`config.mk`:
```
export PLATFORM = sky130hd
export DESIGN_NAME = peak_status_regs
export DESIGN_NICKNAME = d
export VERILOG_FILES = /design/src/verilog/peak_status_pkg.sv /design/src/verilog/peak_hold.sv /design/src/verilog/sign_flip_detect.sv /design/src/verilog/peak_status_regs.sv
export SDC_FILE = /design/constraint.sdc
export NUM_CORES = 1
export LEC_CHECK = 0
export BUFFER_PORTS_ARGS = -buffer_cell sky130_fd_sc_hd__buf_2
export CAP_MARGIN = 10
export CORE_AREA = 10 10 261 263
export DETAILED_ROUTE_END_ITERATION = 12
export DIE_AREA = 0 0 271 273
export PLACE_DENSITY = 0.3
export SKIP_LAST_GASP = 1
export SLEW_MARGIN = 25
export SYNTH_ARGS = -nofsm -noshare
export SYNTH_HDL_FRONTEND = slang
export SYNTH_SLANG_ARGS = --single-unit
```
`constraint.sdc`:
```
create_clock -name clk_sys_i -period 1.2 [get_ports clk_sys_i]
set_input_delay 0.24 -clock clk_sys_i [delete_from_list [all_inputs] [get_ports clk_sys_i]]
set_output_delay 0.24 -clock clk_sys_i [all_outputs]
set_load 0.03 [all_outputs]
```
`src/verilog/peak_status_pkg.sv`:
```
// Package of offsets, field layouts and reset values for the peak and status registers.
package peak_status_pkg;

   // ----------------------------------------------------------------
   // Register offsets
   // ----------------------------------------------------------------
   localparam logic [15:0] OFS_CURRENT_PEAK = 16'hE500;
   localparam logic [15:0] OFS_VOLTAGE_PEAK = 16'hE501;
   localparam logic [15:0] OFS_STATUS_FIRST = 16'hE502;

   // ----------------------------------------------------------------
   // Field layout
   // ----------------------------------------------------------------
   localparam int PEAK_VALUE_W   = 24;
   localparam int PEAK_PHASE_LSB = 24;
   localparam int STATUS_W       = 13;
   localparam int BIT_HALF_FULL  = 30;

   // Status bit positions.
   localparam int ST_TOTAL_ACT   = 0;
   localparam int ST_FUND_ACT    = 1;
   localparam int ST_TOTAL_REACT = 2;
   localparam int ST_FUND_REACT  = 3;
   localparam int ST_APPARENT    = 4;
   localparam int ST_LINE_DONE   = 5;
   localparam int ST_ACT_FLIP    = 6;
   localparam int ST_SUM1_FLIP   = 9;
   localparam int ST_REACT_FLIP  = 10;

   // Accumulation mode select bits.
   localparam int ACC_ACT_SEL_BIT   = 6;
   localparam int ACC_REACT_SEL_BIT = 7;

   // ----------------------------------------------------------------
   // Reset values
   // ----------------------------------------------------------------
   localparam logic [PEAK_VALUE_W-1:0] PEAK_VALUE_RST = 24'h000000;
   localparam logic [2:0]              PEAK_PHASE_RST = 3'h0;
   localparam logic [STATUS_W-1:0]     STATUS_RST     = 13'h0000;
   localparam logic [2:0]              SIGN_RST       = 3'h0;

   // Peak sample from the detector: magnitude and originating phase.
   typedef struct packed {
      logic                    valid;
      logic [PEAK_VALUE_W-1:0] value;
      logic [2:0]              phase;
   } peak_sample_t;

   // Energy accumulators of one kind across the three phases.
   typedef struct packed {
      logic [31:0] a;
      logic [31:0] b;
      logic [31:0] c;
   } energy_trio_t;

   // Signs of total and fundamental power for three phases (1 = negative).
   typedef struct packed {
      logic [2:0] total;
      logic [2:0] fund;
   } sign_pair_t;

   // Register access request: read and write strobes, address and write data.
   typedef struct packed {
      logic        rd;
      logic        wr;
      logic [15:0] addr;
      logic [31:0] wdata;
   } reg_req_t;

endpackage : peak_status_pkg

```
`src/verilog/peak_hold.sv`:
```
// Holds one captured peak value together with its phase flags.
`timescale 1ns/1ns
module peak_hold
   import peak_status_pkg::*;
(
   input  wire logic         clk_sys_i, // System clock.
   input  wire logic         rst_b_i,   // Asynchronous reset, active low.
   input  wire peak_sample_t sample_i,  // Peak from the detector.
   output logic [31:0]       word_o     // Register image.
);

   logic [PEAK_VALUE_W-1:0] value_q;
   logic [PEAK_VALUE_W-1:0] value_d;
   logic [2:0]              phase_q;
   logic [2:0]              phase_d;

   // A valid sample replaces both the value and its phase flags.
   always_comb begin
      value_d = value_q;
      phase_d = phase_q;
      if (sample_i.valid) begin
         value_d = sample_i.value;
         phase_d = sample_i.phase;
      end
   end

   // Registers the peak, cleared to zero at reset.
   always_ff @(posedge clk_sys_i or negedge rst_b_i) begin
      if (!rst_b_i) begin
         value_q <= PEAK_VALUE_RST;
         phase_q <= PEAK_PHASE_RST;
      end else begin
         value_q <= value_d;
         phase_q <= phase_d;
      end
   end

   // Upper five bits always read as zero.
   assign word_o = {5'h00, phase_q, value_q};
endmodule // peak_hold

```
`src/verilog/sign_flip_detect.sv`:
```
// Detects sign changes on a group of power signs.
`timescale 1ns/1ns
module sign_flip_detect #(
   parameter int W = 3
) (
   input  wire logic         clk_sys_i, // System clock.
   input  wire logic         rst_b_i,   // Asynchronous reset, active low.
   input  wire logic [W-1:0] sign_i,    // Current signs, 1 = negative.
   output logic [W-1:0]      sign_o,    // Registered signs.
   output logic [W-1:0]      flip_o     // Pulse on each sign change.
);

   logic [W-1:0] sign_q;
   logic [W-1:0] sign_d;

   // Tracks the latest sign.
   always_comb begin
      sign_d = sign_i;
   end

   // Registers the sign; it resets to positive.
   always_ff @(posedge clk_sys_i or negedge rst_b_i) begin
      if (!rst_b_i) begin
         sign_q <= '0;
      end else begin
         sign_q <= sign_d;
      end
   end

   assign sign_o = sign_q;
   assign flip_o = sign_q ^ sign_i;

endmodule // sign_flip_detect

```
`src/verilog/peak_status_regs.sv`:
```
// Peak capture registers and first event status register of the metering engine.
`timescale 1ns/1ns

// What this block does
// - Current peak value in bits 23:0.
// - Current peak phase A/B/C in bits 24-26.
// - Voltage peak value in bits 23:0.
// - Voltage peak phase A/B/C in bits 24-26.
// - Peak register bits 31:27 read zero.
// - Status bit 0: total active bit30 change.
// - Status bit 1: fundamental active bit30 change.
// - Status bit 2: total reactive bit30 change.
// - Status bit 3: fundamental reactive bit30 change.
// - Status bit 4: apparent energy bit30 change.
// - Status bit 5: line-cycle integration finished.
// - Bits 6-8: active sign flip, selectable source.
// - Bit 9: pulse one sum sign flip.
// - Bits 10-12: reactive sign flip, selectable source.
// - Status flags reset to zero.
// - Status bits 31:13 always read zero.
module peak_status_regs
   import peak_status_pkg::*;
(
   input  wire logic         clk_sys_i,         // System clock, 50 MHz.
   input  wire logic         rst_b_i,           // Asynchronous reset, active low.
   input  wire reg_req_t     req_i,             // Register access request.
   output logic [31:0]       rdata_o,           // Read data, one cycle after rd.
   output logic              rvalid_o,          // Read data valid pulse.
   input  wire peak_sample_t current_peak_i,    // Current channel peak sample.
   input  wire peak_sample_t voltage_peak_i,    // Voltage channel peak sample.
   input  wire energy_trio_t total_active_i,    // Total active accumulators.
   input  wire energy_trio_t fund_active_i,     // Fundamental active accumulators.
   input  wire energy_trio_t total_reactive_i,  // Total reactive accumulators.
   input  wire energy_trio_t fund_reactive_i,   // Fundamental reactive accumulators.
   input  wire energy_trio_t apparent_i,        // Apparent accumulators.
   input  wire logic         line_cycle_mode_i, // Line-cycle accumulation active.
   input  wire logic         line_cycle_end_i,  // Integration over half cycles done.
   input  wire logic [7:0]   accumulation_mode_reg_i, // Accumulation mode register.
   input  wire sign_pair_t   active_sign_i,     // Active power signs.
   input  wire sign_pair_t   reactive_sign_i,   // Reactive power signs.
   input  wire logic         pulse1_sum_sign_i, // Sign of pulse one sum.
   output logic [31:0]       event_status_o,    // Status register image.
   output logic [6:0]        power_sign_reg_o   // Sign register bits 6:0.
);

   // ----------------------------------------------------------------
   // Peak capture
   // ----------------------------------------------------------------
   logic [31:0] current_word;
   logic [31:0] voltage_word;

   // Current channel peak with its phase flags.
   peak_hold u_current_peak (
      .clk_sys_i (clk_sys_i),
      .rst_b_i   (rst_b_i),
      .sample_i  (current_peak_i),
      .word_o    (current_word)
   );

   // Voltage channel peak with its phase flags.
   peak_hold u_voltage_peak (
      .clk_sys_i (clk_sys_i),
      .rst_b_i   (rst_b_i),
      .sample_i  (voltage_peak_i),
      .word_o    (voltage_word)
   );

   // ----------------------------------------------------------------
   // Accumulator bit 30 watch
   // ----------------------------------------------------------------
   logic [14:0] half_q;
   logic [14:0] half_d;
   logic [14:0] half_now;

   // Gathers bit 30 of all fifteen accumulators.
   always_comb begin
      half_now = {apparent_i.c[BIT_HALF_FULL], apparent_i.b[BIT_HALF_FULL],
                  apparent_i.a[BIT_HALF_FULL],
                  fund_reactive_i.c[BIT_HALF_FULL], fund_reactive_i.b[BIT_HALF_FULL],
                  fund_reactive_i.a[BIT_HALF_FULL],
                  total_reactive_i.c[BIT_HALF_FULL], total_reactive_i.b[BIT_HALF_FULL],
                  total_reactive_i.a[BIT_HALF_FULL],
                  fund_active_i.c[BIT_HALF_FULL], fund_active_i.b[BIT_HALF_FULL],
                  fund_active_i.a[BIT_HALF_FULL],
                  total_active_i.c[BIT_HALF_FULL], total_active_i.b[BIT_HALF_FULL],
                  total_active_i.a[BIT_HALF_FULL]};
      half_d = half_now;
   end

   // Holds last seen bit 30 values; accumulators are zero after reset.
   always_ff @(posedge clk_sys_i or negedge rst_b_i) begin
      if (!rst_b_i) begin
         half_q <= 15'h0000;
      end else begin
         half_q <= half_d;
      end
   end

   logic [14:0] half_change;
   assign half_change = half_q ^ half_now;

   // ----------------------------------------------------------------
   // Sign tracking
   // ----------------------------------------------------------------
   logic [2:0] act_sel_sign;
   logic [2:0] react_sel_sign;
   logic [6:0] sign_now;
   logic [6:0] sign_reg;
   logic [6:0] sign_flip;

   // Picks total or fundamental sign by the accumulation mode bits.
   always_comb begin
      act_sel_sign   = accumulation_mode_reg_i[ACC_ACT_SEL_BIT] ?
                       active_sign_i.fund : active_sign_i.total;
      react_sel_sign = accumulation_mode_reg_i[ACC_REACT_SEL_BIT] ?
                       reactive_sign_i.fund : reactive_sign_i.total;
      sign_now       = {react_sel_sign, pulse1_sum_sign_i, act_sel_sign};
   end

   // One detector covers all seven signs in sign-register order.
   sign_flip_detect #(
      .W (7)
   ) u_sign_flip (
      .clk_sys_i (clk_sys_i),
      .rst_b_i   (rst_b_i),
      .sign_i    (sign_now),
      .sign_o    (sign_reg),
      .flip_o    (sign_flip)
   );

   // ----------------------------------------------------------------
   // Event status register
   // ----------------------------------------------------------------
   logic [STATUS_W-1:0] status_q;
   logic [STATUS_W-1:0] status_d;
   logic [STATUS_W-1:0] status_set;
   logic [STATUS_W-1:0] status_clr;

   // Builds set and clear masks; a set in the same cycle beats the clear.
   always_comb begin
      status_set                 = '0;
      status_set[ST_TOTAL_ACT]   = |half_change[2:0];
      status_set[ST_FUND_ACT]    = |half_change[5:3];
      status_set[ST_TOTAL_REACT] = |half_change[8:6];
      status_set[ST_FUND_REACT]  = |half_change[11:9];
      status_set[ST_APPARENT]    = |half_change[14:12];
      status_set[ST_LINE_DONE]   = line_cycle_mode_i & line_cycle_end_i;
      status_set[ST_ACT_FLIP+2:ST_ACT_FLIP]     = sign_flip[2:0];
      status_set[ST_SUM1_FLIP]                  = sign_flip[3];
      status_set[ST_REACT_FLIP+2:ST_REACT_FLIP] = sign_flip[6:4];
      status_clr = '0;
      if (req_i.wr && req_i.addr == OFS_STATUS_FIRST) begin
         status_clr = req_i.wdata[STATUS_W-1:0];
      end
      status_d = (status_q & ~status_clr) | status_set;
   end

   // Registers the flags; all clear at reset.
   always_ff @(posedge clk_sys_i or negedge rst_b_i) begin
      if (!rst_b_i) begin
         status_q <= STATUS_RST;
      end else begin
         status_q <= status_d;
      end
   end

   // ----------------------------------------------------------------
   // Read port
   // ----------------------------------------------------------------
   logic [31:0] rdata_q;
   logic [31:0] rdata_d;
   logic        rvalid_q;
   logic        rvalid_d;

   // Address decode; unmapped offsets read as zero.
   always_comb begin
      rvalid_d = req_i.rd;
      rdata_d  = 32'h00000000;
      if (!req_i.rd) begin
         rdata_d = rdata_q;
      end else if (req_i.addr == OFS_CURRENT_PEAK) begin
         rdata_d = current_word;
      end else if (req_i.addr == OFS_VOLTAGE_PEAK) begin
         rdata_d = voltage_word;
      end else if (req_i.addr == OFS_STATUS_FIRST) begin
         rdata_d = {19'h00000, status_q};
      end
   end

   // Registers the read answer and its valid pulse.
   always_ff @(posedge clk_sys_i or negedge rst_b_i) begin
      if (!rst_b_i) begin
         rdata_q  <= 32'h00000000;
         rvalid_q <= 1'b0;
      end else begin
         rdata_q  <= rdata_d;
         rvalid_q <= rvalid_d;
      end
   end

   assign rdata_o          = rdata_q;
   assign rvalid_o         = rvalid_q;
   assign event_status_o   = {19'h00000, status_q};
   assign power_sign_reg_o = sign_reg;
endmodule // peak_status_regs

```
## Yosys cells after proc, flatten, opt, wreduce, memory -nomap -nowiden

Index checks and enable logic that the tools add are counted.

- Bitwise gates (word level): 6
- Equal/unequal tests: 3
- Muxes and demuxes: 6
- Reduce and logical (&&, ||, !) cells: 6

Operators by type and width:

| cell | count |
|---|---|
| 16-bit equality test, second input constant | 3 |
| 32-bit 2-to-1 mux | 1 |
| 27-bit 2-to-1 mux | 1 |
| 13-bit 2-to-1 mux | 2 |
| 3-bit OR reduction | 5 |
| 15-bit bitwise XOR | 1 |
| 13-bit bitwise AND | 1 |
| 13-bit NOT | 1 |
| 13-bit OR | 1 |
| 7-bit bitwise XOR | 1 |
| 3-bit 2-to-1 mux | 2 |
| 1-bit bitwise AND | 1 |
| 1-bit logical AND | 1 |

- Word-level logic and storage cells: 30
- Output and inout port bits: 72
- Flip-flop bits (word level): 122
- Bits of input ports: 611

## Longest topological paths before layout

- Word-level depth: 6
- Mapped depth: 6
- Mapped depth without buffers: 4

## By module

From an unflattened synthesis, not the netlist that was laid out.

- Cells, all modules: 433
- Area total of the unflattened synthesis: 5585.4 µm²

By module, submodules not included:

| module | cells an instance | area each (µm²) | times used | seq. area each (µm²) |
|---|---|---|---|---|
| peak_status_regs | 293 | 3054.2 | 1 | 1526.5 |
| peak_hold | 63 | 1147.4 | 2 | 675.6 |
| sign_flip_detect | 14 | 236.5 | 1 | 175.2 |

## Least setup slack after synthesis

Ideal clock, no wire load.

- Path kind: in2reg
- Start: input port req_i[37] (netlist name)
- End: register rdata_q[18], in the netlist rdata_o[18]
- Data required time: 1.119 ns
- Path buffers: 2
- Arrival time: 1.498 ns
- Setup time: 0.081 ns
- Stages on the path: 6
- Slack: -0.379 ns
- Cells stage by stage: nor4_4 > nand4_2 > or4_1 > buf_2 > buf_6 > o22ai_2

- Cells in the longest elaborated chain, start to end: 3
- Elaborated cells on any way between the ends: 4
- Classes of those cells: eq/ne: 2; mux: 2

RTL lines:

| what | line | text |
|---|---|---|
| start: declaration | peak_status_regs.sv:26 | `input wire reg_req_t req_i,` |
| 16-bit equality test | peak_status_regs.sv:183 | `end else if (req_i.addr == OFS_VOLTAGE_PEAK) begin` |
| 27-bit 2-to-1 mux | peak_status_regs.sv:183 |  |
| 32-bit 2-to-1 mux (*) | peak_status_regs.sv:181 | `end else if (req_i.addr == OFS_CURRENT_PEAK) begin` |
| end signal: assignment | peak_status_regs.sv:196 | `rdata_q <= rdata_d;` |
| end: declaration | peak_status_regs.sv:170 | `logic [31:0] rdata_q;` |

Mark *: on every way between the ends. The rest lies on a longest branch, timed or not.
A chain may end at the register's enable or synchronous reset.

## Worst setup path after layout

- Start: register status_q[9]
- End: output port event_status_o[9]

RTL lines:

| what | line | text |
|---|---|---|
| start: declaration | peak_status_regs.sv:134 | `logic [STATUS_W-1:0] status_q;` |
| start signal: assignment | peak_status_regs.sv:163 | `status_q <= status_d;` |
| end: declaration | peak_status_regs.sv:42 | `output logic [31:0] event_status_o,` |

No word-level cell between the ends.

==> summary.md <==
| Metric | Value |
|---|---|
| Max Clock Skew | `between 0.01 and 0.015 ns` |
| Syn Inst Count | `approximately 400` |
| EDFF count, synth | `0` |
| Fill count | `between 7k and 8k` |
| Die Wd | `around 270 microns` |
| Met2 WL | `9400 microns` |
| Antenna-violating nets left | `0` |
| RSZ-0062 raised after global routing | `true` |
| Pre-CTS setup slack | `-0.537 ns` |
| Die area | `74000 sq um` |
| IR drop worst, VDD | `1110 uV` |
| Total gr overflow | `0` |
| Largest net degree at the start of global routing | `36` |
| Power Dens Cells | `~1200 nW/um^2` |
| Arrival time worst endpoint | `1.12 ns` |
| Most frequent cells after synthesis | `117 x dfrtp_1, 60 x mux2_2, 24 x buf_4, 24 x nand2b_1, 22 x xnor2_1` |
| Peak Freq | `about 730 MHz` |
| Synthesized area per cell | `between 10 and 15 sq um` |
| Footprint of the multi-input gates | `2100 sq um` |
| DR WL/cell | `15.0 microns` |
| Flop and latch count out of synthesis | `around 120` |
| CORE AREA | `between 60000 and 70000 sq um` |
| Final setup fails | `59` |
| Number of global-route vias before repair | `a little under 5k` |
| Setup WS post-layout | `-0.164 ns` |
| Failing checks | `negative setup slack` |
| Dpl hpwl | `18100 microns` |
| Top Layer Used | `met5` |
| Lkg Pwr | `around 3.9 nW` |
| Library cells used by synthesis | `31` |
| Worst setup EP type | `primary output` |
| Number of port buffers | `between 150 and 200` |
| GRT Resource Usage Total | `roughly 6.5%` |
| Global-route wire length before repair | `between 30000 and 40000 microns` |
| CTS tree | `yes` |
| 1st-iter DRT viols | `around 120` |
| Synth-to-layout area growth | `84.2%` |
| Final Hold Fails | `0` |
| Met3 routed WL | `between 2000 and 2500 microns` |
| Area share of the largest cell type after synthesis | `57.2%` |
| Leading area contributor after synthesis | `dfrtp_1` |
| DR vias | `between 4k and 5k` |
| Final Max Tran Viols | `0` |
| Clk sink count | `117` |
| Hold crit path type | `primary input to flop` |
| Total Power | `0.0112 W` |
| Chip height | `around 270 microns` |
| DRC | `0` |
| I/O pin total | `between 600 and 700` |
| Register Area | `2930 sq um` |
| Fin crit share | `114%` |
| # rows | `between 90 and 100` |
| CTS clk-pin slew, worst paths | `0.07 ns` |
| GPL Wtd Cong | `0.656` |
| Maxcap violations | `0` |
| YS warnings | `0` |
| Layout cells sized above 1 | `around 52%` |
| Minimum clock period | `1.36 ns` |
| Routed WL | `between 20000 and 25000 microns` |
| Antenna violations before repair | `9` |
| Req. time, crit path | `around 0.96 ns` |
| Post-layout utilization of the core | `15.0%` |
| Fraction of registers with async set/reset | `between 90% and 100%` |
| Top FF cell, synth | `dfrtp_1` |
| Critical Path Source Type | `flop` |
| CTS buffer count | `17` |
| Outcome | `complete, but fails checks` |
| DR vias/cell | `around 2.6` |
| Buffer depth of the longest clock path | `2` |
| Clk_lat worst skew | `between 0.4 and 0.5 ns` |
| Setup Crit Path Kind | `flop to primary output` |
| Max FO, Critical Path | `2` |
| Sequential area share after synthesis | `around 57%` |
| First-pass DRT Iterations | `4` |
| Initial Util | `around 8.2%` |
| H-tree levels | `4` |
| DRT met1 WL | `~11000 microns` |
| Count leader, synth | `dfrtp_1` |
| NumNets Final | `~1.3k` |
| Mapped Area | `5110 sq um` |
| CTS root buf | `clkbuf_16` |
| Largest cells by area after synthesis | `dfrtp_1 57%, mux2_2 13%, xnor2_1 3.8%` |
==> worst max-delay path, stage by stage, from the launching register on <==
cell,delay (ns)
dfrtp_1,0.40
buf_6,0.13
buf_6,0.13
==> registers in the layout, summed over array words and instances, names as in the netlist <==
register / cells
u_voltage_peak.phase_q: 3
u_voltage_peak.value_q: 24
u_sign_flip.sign_o: 7
rdata_o: 27
u_current_peak.value_q: 24
u_current_peak.phase_q: 3
status_q: 13
rvalid_o: 1
half_q: 15
==> stage by stage <==
| step | instances | hold slack (ns) | area (sq um) | setup TNS, ns |
|---|---|---|---|---|
| after floorplan | 425 | -0.0556 | 5350 | -6.42 |
| after global placement | 1433 | 0.225 | 7390 | -14.94 |
| after detailed placement | 1433 | 0.236 | 7390 | -15.24 |
| after CTS | 1569 | 0.00514 | 9290 | -5.47 |
| after global routing | 1580 | 0.0151 | 9420 | -6.07 |
| final | 1582 | 0.0379 | 9420 | -2.71 |
==> final timing paths <==
check / cells after the start / endpoint / from / slack (ns)
max: 2 / event_status_o[9] / status_q[9]$_DFF_PN0_ / -0.16
min: 3 / status_q[5]$_DFF_PN0_ / line_cycle_mode_i / 0.04
max reg2reg: 4 / rdata_o[9]$_DFFE_PN0P_ / status_q[9]$_DFF_PN0_ / 0.08
min reg2reg: 1 / u_voltage_peak.value_q[4]$_DFFE_PN0P_ / u_voltage_peak.value_q[4]$_DFFE_PN0P_ / 0.50
max in group asynchronous: 3 / rdata_o[2]$_DFFE_PN0P_ / rst_b_i / 0.37
min in group asynchronous: 2 / u_voltage_peak.value_q[21]$_DFFE_PN0P_ / rst_b_i / 0.29
==> cell type report <==
class / instances / share of cell area, %
inverters: 16 / 0.637
multi-input cells: 247 / 22.3
diodes: 5 / 0.133
clock buffers: 20 / 4.74
clock inverters: 12 / 1.63
flip-flops and latches: 117 / 31.1
repair buffers: 319 / 28.3
well taps: 846 / 11.2
==> repair_timing <==
item                       4_1_cts  5_1_grt
hold buffers                    77        0
gates cloned                     0        1
setup endpoints to repair       52       67
gates resized for setup        102        9
hold endpoints to repair       102        0
pin swaps                        0       16
buffers inserted                27        9
==> layer usage <==
metal | up-vias | GRT usage (%)
met1 | 1957 | 8.35
met5 | - | 0
met4 | 4 | 2.78
met3 | 33 | 3.59
met2 | 157 | 8.72
li1 | 2008 | -
==> logic make-up after synthesis <==
logic type	after synthesis	synth area share, %
compound gates	53	8.07
xor+xnor	22	3.77
buf+inv	61	6.48
flops	117	57.2
mux	74	15.9
other cells	1	0.0733
simple gates	74	8.41
==> report_power, final <==
| group | internal [W] | switching (W) |
|---|---|---|
| combinational | 0.000789 | 0.000701 |
| sequential | 0.00417 | 0.000119 |
| clock | 0.00331 | 0.00206 |
| total | 0.00827 | 0.00288 |
==> cells in the final DEF (no fill, tap or decap), drive strengths merged, types with 14 or more instances in the layout <==
cell	Yosys	layout
nand3	14	14
conb	1	24
dfrtp	117	117
dlygate4sd3	0	76
mux2	60	60
buf	32	242
mux2i	14	14
clkbuf	13	21
o22ai	14	14
inv	16	17
nand2b	24	24
xnor2	22	22
No activity file was read; power rests on OpenSTA's default activity.
